**src/cwsp_regs.svh**
```systemverilog
`ifndef CWSP_REGS_SVH
`define CWSP_REGS_SVH

// Shift register length and field layout
`define CWSP_BITS 17
`define CWSP_SEL_BIT 0
`define CWSP_W1_MSB_BIT 1
`define CWSP_W0_MSB_BIT 9
`define CWSP_WIPER_W 8
`define CWSP_LAST_BIT 16

// Power-up mid-scale wiper code
`define CWSP_WIPER_MID 8'h80
`define CWSP_SEL_RST 1'b0

// Bit buffer depth between sampler and shift register
`define CWSP_FIFO_DEPTH 8

// Longest span, in clocks, from enable rise to load for the frame cover
`define CWSP_FRAME_SPAN 2000

`endif

```
**src/cwsp_pkg.sv**
```systemverilog
package cwsp_pkg;

  // Port sequencing, one-hot
  typedef enum logic [2:0] {
    CWSP_IDLE   = 3'h1,
    CWSP_ACTIVE = 3'h2,
    CWSP_FLUSH  = 3'h4
  } cwsp_state_t;

endpackage

```
**src/cwsp_stream_if.sv**
```systemverilog
`timescale 1ns/10ps
interface cwsp_stream_if #(parameter int W = 1);
  logic valid;
  logic ready;
  logic [W-1:0] data;
  // Producer side
  modport src (output valid, output data, input ready);
  // Consumer side
  modport snk (input valid, input data, output ready);
endinterface

```
**src/cwsp_fifo.sv**
```systemverilog
`timescale 1ns/10ps
module cwsp_fifo #(
  parameter int W = 1,
  parameter int DEPTH = 8
) (
  input wire logic clock,
  input wire logic rst_b,
  cwsp_stream_if.snk wr,
  cwsp_stream_if.src rd
);
  localparam int AW = (DEPTH > 1) ? $clog2(DEPTH) : 1;
  localparam int CW = $clog2(DEPTH + 1);

  logic [W-1:0] mem_r [DEPTH];
  logic [AW-1:0] wr_ptr_r;
  logic [AW-1:0] rd_ptr_r;
  logic [CW-1:0] count_r;

  // Handshake decode
  wire do_wr = wr.valid & wr.ready;
  wire do_rd = rd.valid & rd.ready;
  wire [AW-1:0] wr_ptr_nxt = (wr_ptr_r == AW'(DEPTH - 1)) ? '0 :
                             wr_ptr_r + AW'(1);
  wire [AW-1:0] rd_ptr_nxt = (rd_ptr_r == AW'(DEPTH - 1)) ? '0 :
                             rd_ptr_r + AW'(1);

  // Honest flags straight from the count
  assign wr.ready = (count_r != CW'(DEPTH));
  assign rd.valid = (count_r != '0);
  assign rd.data = mem_r[rd_ptr_r];

  // Pointers and occupancy
  always_ff @(posedge clock or negedge rst_b) begin
    if (!rst_b) begin
      wr_ptr_r <= '0;
      rd_ptr_r <= '0;
      count_r <= '0;
    end else begin
      if (do_wr) wr_ptr_r <= wr_ptr_nxt;
      if (do_rd) rd_ptr_r <= rd_ptr_nxt;
      if (do_wr != do_rd) count_r <= do_wr ? count_r + CW'(1) :
                                             count_r - CW'(1);
    end
  end

  // Storage has no reset; valid masks stale words
  always_ff @(posedge clock) begin
    if (do_wr) mem_r[wr_ptr_r] <= wr.data;
  end
endmodule

```
**src/cwsp_shift_port.sv**
```systemverilog
`timescale 1ns/10ps
`include "cwsp_regs.svh"
module cwsp_shift_port #(
  parameter int DEPTH = `CWSP_FIFO_DEPTH
) (
  input wire logic clock,
  input wire logic rst_b,
  input wire logic port_en,
  input wire logic ser_clk,
  input wire logic ser_data,
  input wire logic shift_hold,
  output logic cascade_out,
  output logic [`CWSP_WIPER_W-1:0] wiper_zero,
  output logic [`CWSP_WIPER_W-1:0] wiper_one,
  output logic stack_sel,
  output logic [`CWSP_WIPER_W-1:0] stacked_wiper_out,
  output logic overrun
);
  localparam int WW = `CWSP_WIPER_W;

  logic [2:0] en_q;
  logic [2:0] clk_q;
  logic [1:0] dat_q;
  logic [`CWSP_BITS-1:0] sr_r;
  logic [WW-1:0] wiper_zero_r;
  logic [WW-1:0] wiper_one_r;
  logic stack_sel_r;
  logic overrun_r;
  cwsp_pkg::cwsp_state_t state_r;
  cwsp_pkg::cwsp_state_t state_nxt;

  cwsp_stream_if #(.W(1)) push_if ();
  cwsp_stream_if #(.W(1)) pop_if ();

  // Pin synchronisers; stage 0 feeds only stage 1
  always_ff @(posedge clock or negedge rst_b) begin
    if (!rst_b) begin
      en_q <= '0;
      clk_q <= '0;
      dat_q <= '0;
    end else begin
      en_q <= {en_q[1:0], port_en};
      clk_q <= {clk_q[1:0], ser_clk};
      dat_q <= {dat_q[0], ser_data};
    end
  end

  // Edge detection on the synchronised levels
  wire en_s = en_q[1];
  wire en_rise = en_q[1] & ~en_q[2];
  wire en_fall = ~en_q[1] & en_q[2];
  wire clk_rise = clk_q[1] & ~clk_q[2];

  wire sample = clk_rise & en_s & (state_r == cwsp_pkg::CWSP_ACTIVE);
  assign push_if.valid = sample;
  assign push_if.data = dat_q[1];

  // Drain side; shift_hold lets the buffer really fill
  assign pop_if.ready = ~shift_hold;
  wire pop = pop_if.valid & pop_if.ready;
  wire buf_empty = ~pop_if.valid;
  wire load = (state_r == cwsp_pkg::CWSP_FLUSH) & buf_empty;

  cwsp_fifo #(.W(1), .DEPTH(DEPTH)) u_fifo (
    .clock(clock),
    .rst_b(rst_b),
    .wr(push_if.snk),
    .rd(pop_if.src)
  );

  // Port sequencing; load waits for buffered bits to drain
  always_comb begin
    state_nxt = state_r;
    unique case (state_r)
      cwsp_pkg::CWSP_IDLE: begin
        if (en_rise) state_nxt = cwsp_pkg::CWSP_ACTIVE;
      end
      cwsp_pkg::CWSP_ACTIVE: begin
        if (en_fall) state_nxt = cwsp_pkg::CWSP_FLUSH;
      end
      cwsp_pkg::CWSP_FLUSH: begin
        if (buf_empty) state_nxt = en_s ? cwsp_pkg::CWSP_ACTIVE :
                                          cwsp_pkg::CWSP_IDLE;
      end
      default: state_nxt = cwsp_pkg::CWSP_IDLE;
    endcase
  end

  always_ff @(posedge clock or negedge rst_b) begin
    if (!rst_b) state_r <= cwsp_pkg::CWSP_IDLE;
    else state_r <= state_nxt;
  end

  // shift in at the top, old bit 0 leaves
  // pure rotation when fed back, nothing lost
  always_ff @(posedge clock or negedge rst_b) begin
    if (!rst_b) sr_r <= '0;
    else if (pop) sr_r <= {pop_if.data, sr_r[`CWSP_LAST_BIT:1]};
  end

  // field extraction, MSB at lowest index
  logic [WW-1:0] w0_sr;
  logic [WW-1:0] w1_sr;
  genvar gi;
  generate
    for (gi = 0; gi < WW; gi++) begin : g_field
      assign w1_sr[WW-1-gi] = sr_r[`CWSP_W1_MSB_BIT + gi];
      assign w0_sr[WW-1-gi] = sr_r[`CWSP_W0_MSB_BIT + gi];
    end
  endgenerate

  always_ff @(posedge clock or negedge rst_b) begin
    if (!rst_b) begin
      wiper_zero_r <= `CWSP_WIPER_MID;
      wiper_one_r <= `CWSP_WIPER_MID;
      stack_sel_r <= `CWSP_SEL_RST;
    end else if (load) begin
      wiper_zero_r <= w0_sr;
      wiper_one_r <= w1_sr;
      stack_sel_r <= sr_r[`CWSP_SEL_BIT];
    end
  end

  // Sticky: a lost bit corrupts the frame until reset
  always_ff @(posedge clock or negedge rst_b) begin
    if (!rst_b) overrun_r <= 1'b0;
    else if (sample & ~push_if.ready) overrun_r <= 1'b1;
  end

  // select bit (bit 0) always on cascade pin
  assign cascade_out = sr_r[`CWSP_SEL_BIT];
  assign wiper_zero = wiper_zero_r;
  assign wiper_one = wiper_one_r;
  assign stack_sel = stack_sel_r;
  assign overrun = overrun_r;
  assign stacked_wiper_out = stack_sel_r ? wiper_one_r : wiper_zero_r;

  // Cycles since enable rise, saturating; a counter instead of a long range
  localparam int AGE_W = 12;
  logic [AGE_W-1:0] frame_age_r;
  wire age_run = (frame_age_r != '0) & (frame_age_r != '1);
  always_ff @(posedge clock or negedge rst_b) begin
    if (!rst_b) frame_age_r <= '0;
    else if (en_rise) frame_age_r <= AGE_W'(1);
    else if (age_run) frame_age_r <= frame_age_r + AGE_W'(1);
  end
endmodule

```
**config.mk**
```make
export PLATFORM = sky130hd
export DESIGN_NAME = cwsp_shift_port
export DESIGN_NICKNAME = d
export VERILOG_FILES = /design/src/cwsp_pkg.sv /design/src/cwsp_stream_if.sv /design/src/cwsp_fifo.sv /design/src/cwsp_shift_port.sv
export VERILOG_INCLUDE_DIRS = /design/src
export SDC_FILE = /design/constraint.sdc
export NUM_CORES = 1
export LEC_CHECK = 0
export ABC_CLOCK_PERIOD_IN_PS = 6550
export BUFFER_PORTS_ARGS = -buffer_cell sky130_fd_sc_hd__buf_2
export CAP_MARGIN = 40
export CORE_ASPECT_RATIO = 1.75
export CORE_MARGIN = 2
export CORE_UTILIZATION = 57
export DETAILED_ROUTE_END_ITERATION = 6
export GPL_ROUTABILITY_DRIVEN = 0
export PLACE_DENSITY_LB_ADDON = 0.12
export SYNTH_ARGS = -nofsm -noshare
export SYNTH_HDL_FRONTEND = slang
export SYNTH_SLANG_ARGS = --single-unit
```
**constraint.sdc**
```tcl
create_clock -name clock -period 6.55 [get_ports clock]
set_input_delay 0.3275 -clock clock [delete_from_list [all_inputs] [get_ports clock]]
set_output_delay 0.3275 -clock clock [all_outputs]
set_load 0.01 [all_outputs]
```
# [Word level (Yosys, flattened, before mapping)]
# Memory sizes are Yosys's and may differ from the RTL's. A register that Yosys moved wholly into a read port is not among the register bits.
# Cells that the tools add are included.
# Widths: inputs -> output; s select.
[totals] n_memories=1 output_inout_bits=27 regBits=56 wordCells=56 ram_bits=8 inputBits=6
[mem_list] memory="u_fifo.mem_r" depth=8 width=1 read_ports=1 rd_clocked_by_memory_dff=1 wr=1 line_no="cwsp_fifo.sv:14" rtl="logic [W-1:0] mem_r [DEPTH];"
[classes] n_eq_ne=10 bitwise=15 add_sub_neg=4 n_mux=11 n_reduce_logical=3
[op_table] cell="$mux 3" count=5
[op_table] cell="$and 1x1->1" count=9
[op_table] cell="$eq 3x3->1 const B" count=3
[op_table] cell="$pmux 3 s3" count=1
[op_table] cell="$mux 8" count=1
[op_table] cell="$add 3x1->3 const B" count=2
[op_table] cell="$ne 2x2->1 const B" count=3
[op_table] cell="$not 1->1" count=6
[op_table] cell="$add 4x1->4 const B" count=1
[op_table] cell="$mux 4" count=1
[op_table] cell="$ne 4x4->1 const B" count=1
[op_table] cell="$reduce_bool 4->1" count=1
[op_table] cell="$sub 4x1->4 const B" count=1
[op_table] cell="$eq 3x1->1 const B" count=1
[op_table] cell="$eq 3x2->1 const B" count=1
[op_table] cell="$reduce_and 3->1" count=1
[op_table] cell="$mux 1" count=2
[op_table] cell="$mux 2" count=1
[op_table] cell="$logic_not 1->1" count=1
[op_table] cell="$ne 1x1->1" count=1

# [Logic depth before layout (Yosys ltp)]
[depth] depth_word=7 mapped_depth=8 mapped_depth_nobuf=7

# [By module]
# A second synthesis with hierarchy kept.
[hier_totals] hier_cells=182 area_unflattened_um2=2741.4
[by_module_without_submodules] module="cwsp_shift_port" cells_each=112 area_per_inst_um2=1800.5 seq_area_each_um2=1154.9 instances=1
[by_module_without_submodules] module="cwsp_fifo" cells_each=70 area_per_inst_um2=940.9 seq_area_each_um2=490.5 instances=1

# [Worst setup path after synthesis]
# OpenSTA, ideal clock, no wires.
[synth_timing] kind="register -> register" startpoint="register state_r[1]" endpoint="register u_fifo.count_r[3]" synth_period_minus_slack_ns=2.614 t_arrival_ns=2.491 path_buffers=1 slack_ns=3.936 required_ns=6.427 setup_time_ns=0.123 path_stages_with_launch=9 path_cell_list="dfrtp_1 > or3b_1 > or3_4 > buf_6 > ha_1 > a21o_1 > a2111oi_0 > mux2i_1 > xnor2_1"
[synth_between] elab_chain_cells=4 word_cells_on_any_way=5 cone_classes="2 x eq/ne; 1 x mux; 2 x bitwise"
[synth_lines] item="start, declared" line_no="cwsp_shift_port.sv:29" rtl="cwsp_pkg::cwsp_state_t state_r;"
[synth_lines] item="start signal, assigned" line_no="cwsp_shift_port.sv:90" rtl="if (!rst_b) state_r <= cwsp_pkg::CWSP_IDLE;"
[synth_lines] item="start signal, assigned" line_no="cwsp_shift_port.sv:91" rtl="else state_r <= state_nxt;"
[synth_lines] item="$eq 3x2->1 *" line_no="cwsp_shift_port.sv:54" rtl="wire sample = clk_rise & en_s & (state_r == cwsp_pkg::CWSP_ACTIVE);"
[synth_lines] item="$and 1x1->1 *" line_no="cwsp_shift_port.sv:54"
[synth_lines] item="$and 1x1->1 *" line_no="cwsp_fifo.sv:20" rtl="wire do_wr = wr.valid & wr.ready;"
[synth_lines] item="$mux 4 or $ne 1x1->1 (tied branches)" line_no="cwsp_fifo.sv:41" rtl="if (do_wr != do_rd) count_r <= do_wr ? count_r + CW'(1) :"
[synth_lines] item="end signal, assigned" line_no="cwsp_fifo.sv:41"
[synth_lines] item="end, declared" line_no="cwsp_fifo.sv:17" rtl="logic [CW-1:0] count_r;"
# Every way passes the cells marked *; elsewhere a longest branch is shown, timed or not.
# A chain may end at the register's enable or synchronous reset.

# [Worst setup path after layout]
# Ends and elaborated chain as after synthesis.

==> qor.csv <==
stage;metric;value;unit
grt;global-route wire length before repair;7920;um
setup_path;WP depth;7;
setup_path;r2r setup slk;3700;ps
grt;GRT Resource Usage Total;20.0;%
layout;fill cell total of the finished layout;367;
routing;initial drt markers;40;
yosys;ys flop type;dfrtp_1;
grt;vias in the first global route;1643;
power;worst vdd ir;0.280;mV
floorplanning;I/O pin count;33;
sta;unrepaired setup endpoints after global routing;false;
outcome;status;complete, no violations;
yosys;Synth Area per Inst;15.1;um^2
clock_tree;CTS tree;built;
sta;Final TNS setup;0;ps
clock_tree;CTS H-tree lvls;3;
clock_tree;CTS resizes;0;
setup_path;crit path cell chain;or3b_1, or3_4, ha_1, a21o_1, a2111oi_0, mux2i_1, xnor2_1;
routing;post-route ant nets;0;
setup_path;CP top delay family;simple AND/OR/NAND/NOR gates;
grt;initial antenna violation count;0;
power;Leak;1.46;nW
floorplanning;die height;95.5;um
setup_path;CP Data Required Time;6760;ps
sta;setup violators final;0;
setup_path;crit path to;u_fifo.count_r[3]$_DFFE_PN0P_;
yosys;synthesized area;2730;um^2
layout;P&R area growth vs syn;14.0;%
floorplanning;# rows;33;
floorplanning;Core Region;4670;um^2
placed_design;Port-buffer cells;32;
grt;grt ovf;0;
grt;largest net degree at the start of global routing;57;
floorplanning;Die Span X;56.3;um
yosys;synth warn;0;
setup_path;CP Class;flop to flop;
min_path;Min-Delay Path Class;primary input to flop;
yosys;Post-synth EDFFs;8;
clock_tree;clk buf depth;2;
clock_tree;CTS root buf;clkbuf_8;
setup_path;reg2reg end;u_fifo.count_r[3]$_DFFE_PN0P_;
sta;max-slew violation count;0;
routing;final WL;4650;um
setup_path;crit path launch type;flop;
clock_tree;TritonCTS Buffers;9;
sta;fin crit period;2850;ps
floorplanning;Initial Util;58.5;%
sta;Hold WS;104;ps
setup_path;CP arrival;3060;ps
setup_path;Reg2Reg Launch Point;state_r[1]$_DFFE_PN0P_;
yosys;Yosys reg bits;64;
yosys;Seq/Total Area, Yosys;60.3;%
setup_path;Crit. Startpoint;state_r[1]$_DFFE_PN0P_;
sta;clk_skew;3.91;ps
sta;f_max;351;MHz
clock_tree;cts hold-fix bufs;0;
yosys;post-synthesis cell count;181;
setup_path;cell count of the worst reg-to-reg path;7;
routing;vias post-DR;1565;
setup_path;slowest CP cell;or3_4;
clock_tree;CTS Sinks;64;
floorplanning;die area;5380;um^2
routing;drt wl/cell;16.7;um
setup_path;CP Capture Type;flop;
sta;Final Hold Viols;0;
yosys;Cell variety after synth;40;
routing;vias per cell;5.61;
clock_tree;Clock transition at path regs;60;ps
layout;final net count;235;
clock_tree;Worst-Skew Late Latency;330;ps
sta;fin crit share;43.5;%
setup_path;critical path peak fanout;14;
setup_path;Buf/Inv on CP;0;
power;Cell Pwr Density;348;nW/um^2
routing;DRC errors left;0;
placed_design;HPWL after detailed placement;3250;um
placed_design;Placed Area;2950;um^2
clock_tree;postcts setup bufs;0;
layout;Finished Cell Area;3110;um^2
layout;share of post-route cells with drive strength above 1;44.1;%
job;Max Cap Viol;0;
sta;pin slew with the least headroom to its limit;856;ps
layout;# diodes;0;
sta;Slew Limit Headroom;42.8;%
setup_path;CP peak stage delay;510;ps
routing;router iterations before antenna repair;4;
min_path;Hold Path Origin;ser_clk;
yosys;Synth async-reset ratio;87.5;%
yosys;syn nets;194;
registers in the layout (all words and copies together), names as in the netlist, 2 cells and up:
name	flops
clk_q	3
dat_q	2
en_q	3
sr_r	17
state_r	3
u_fifo.count_r	4
u_fifo.mem_r	8
u_fifo.rd_ptr_r	3
u_fifo.wr_ptr_r	3
wiper_one	8
wiper_zero	8
cell usage in the layout (no fill, tap or decap), drive strengths merged, types with 2 or more instances in the layout:
| master | count |
|---|---|
| nor4b | 3 |
| xnor2 | 2 |
| a21o | 3 |
| nor2 | 9 |
| edfxtp | 8 |
| nand3b | 4 |
| nor3b | 3 |
| nor4 | 2 |
| buf | 34 |
| clkbuf | 16 |
| a21oi | 3 |
| dfrtp | 53 |
| ha | 6 |
| nand2 | 4 |
| dfstp | 3 |
| mux2i | 2 |
| mux4 | 2 |
| nor3 | 4 |
| o21ai | 3 |
| nand2b | 3 |
| mux2 | 46 |
| xor2 | 2 |
metrics by stage:
| stage | std cells | util [%] | power (mW) | setup WS (ps) |
|---|---|---|---|---|
| floorplan | 181 | - | 0.734 | 3940 |
| global placement | 261 | 62.9 | 0.785 | 3920 |
| detailed placement | 262 | 63.1 | 0.809 | 3700 |
| CTS | 278 | 66.6 | 1.10 | 3700 |
| global route | 279 | 66.7 | 1.16 | 3530 |
| finish | 279 | 66.7 | 1.08 | 3700 |
cells by family (layout without fill, tap and decap cells):
group,after synthesis,after routing,synth area share [%]
xor gates and xnor gates,4,4,1.56
DFF,64,64,60.3
muxes,50,50,21.6
adders and majority gates,7,7,3.48
buffers and inverters,6,52,1.24
and+or+nand+nor,36,36,8.39
AOI/OAI and AO/OA,14,14,3.39
cells in the mapped netlist, types with 3 or more instances:
library cell / instances / area, um^2
a21o_1: 3 / 22.5
a21oi_1: 3 / 15.0
clkbuf_1: 3 / 11.3
dfrtp_1: 53 / 1330
dfstp_2: 3 / 78.8
edfxtp_1: 8 / 240
ha_1: 6 / 75.1
mux2_2: 42 / 473
nand2_1: 4 / 15.0
nand2b_1: 3 / 18.8
nand3b_1: 4 / 30.0
nor2_1: 9 / 33.8
nor3_1: 3 / 15.0
nor3b_1: 3 / 22.5
worst min-delay path by stage:
stage	endpoint	slack, ps	cells past startpoint
3_3_place_gp	clk_q[1]$_DFF_PN0_	330	0
4_1_cts	dat_q[0]$_DFF_PN0_	90	1
3_5_place_dp	clk_q[1]$_DFF_PN0_	340	0
6_report	clk_q[0]$_DFF_PN0_	100	1
2_1_floorplan	clk_q[0]$_DFF_PN0_	30	0
5_1_grt	dat_q[0]$_DFF_PN0_	80	1
final cells by class:
type | count | area [um^2] | share of cell area, %
Tap cell | 52 | 65.1 | 2.09
Clock buffer | 15 | 156 | 5.03
Multi-Input combinational cell | 111 | 1050 | 33.8
Clock inverter | 1 | 5.00 | 0.161
Sequential cell | 64 | 1650 | 52.9
Inverter | 1 | 3.75 | 0.121
Timing Repair Buffer | 35 | 184 | 5.91
metal layers:
layer | part of all wire (%) | global-route usage (%) | vias to the layer above | wire [um]
met1 | 39 | 22.1 | 789 | 1810
met5 | 0 | 0 | - | 0
li1 | - | - | 744 | -
met3 | 3.1 | 5.83 | 6 | 146
met4 | 1.7 | 8.93 | 0 | 78
met2 | 56 | 35.3 | 26 | 2610
where the power goes:
| part | total, mW | switching [mW] | internal, mW |
|---|---|---|---|
| combinational | 0.229 | 0.0913 | 0.137 |
| sequential | 0.572 | 0.0828 | 0.489 |
| clock | 0.282 | 0.134 | 0.148 |
| total | 1.08 | 0.308 | 0.774 |
(Power assumes the default switching activity.)
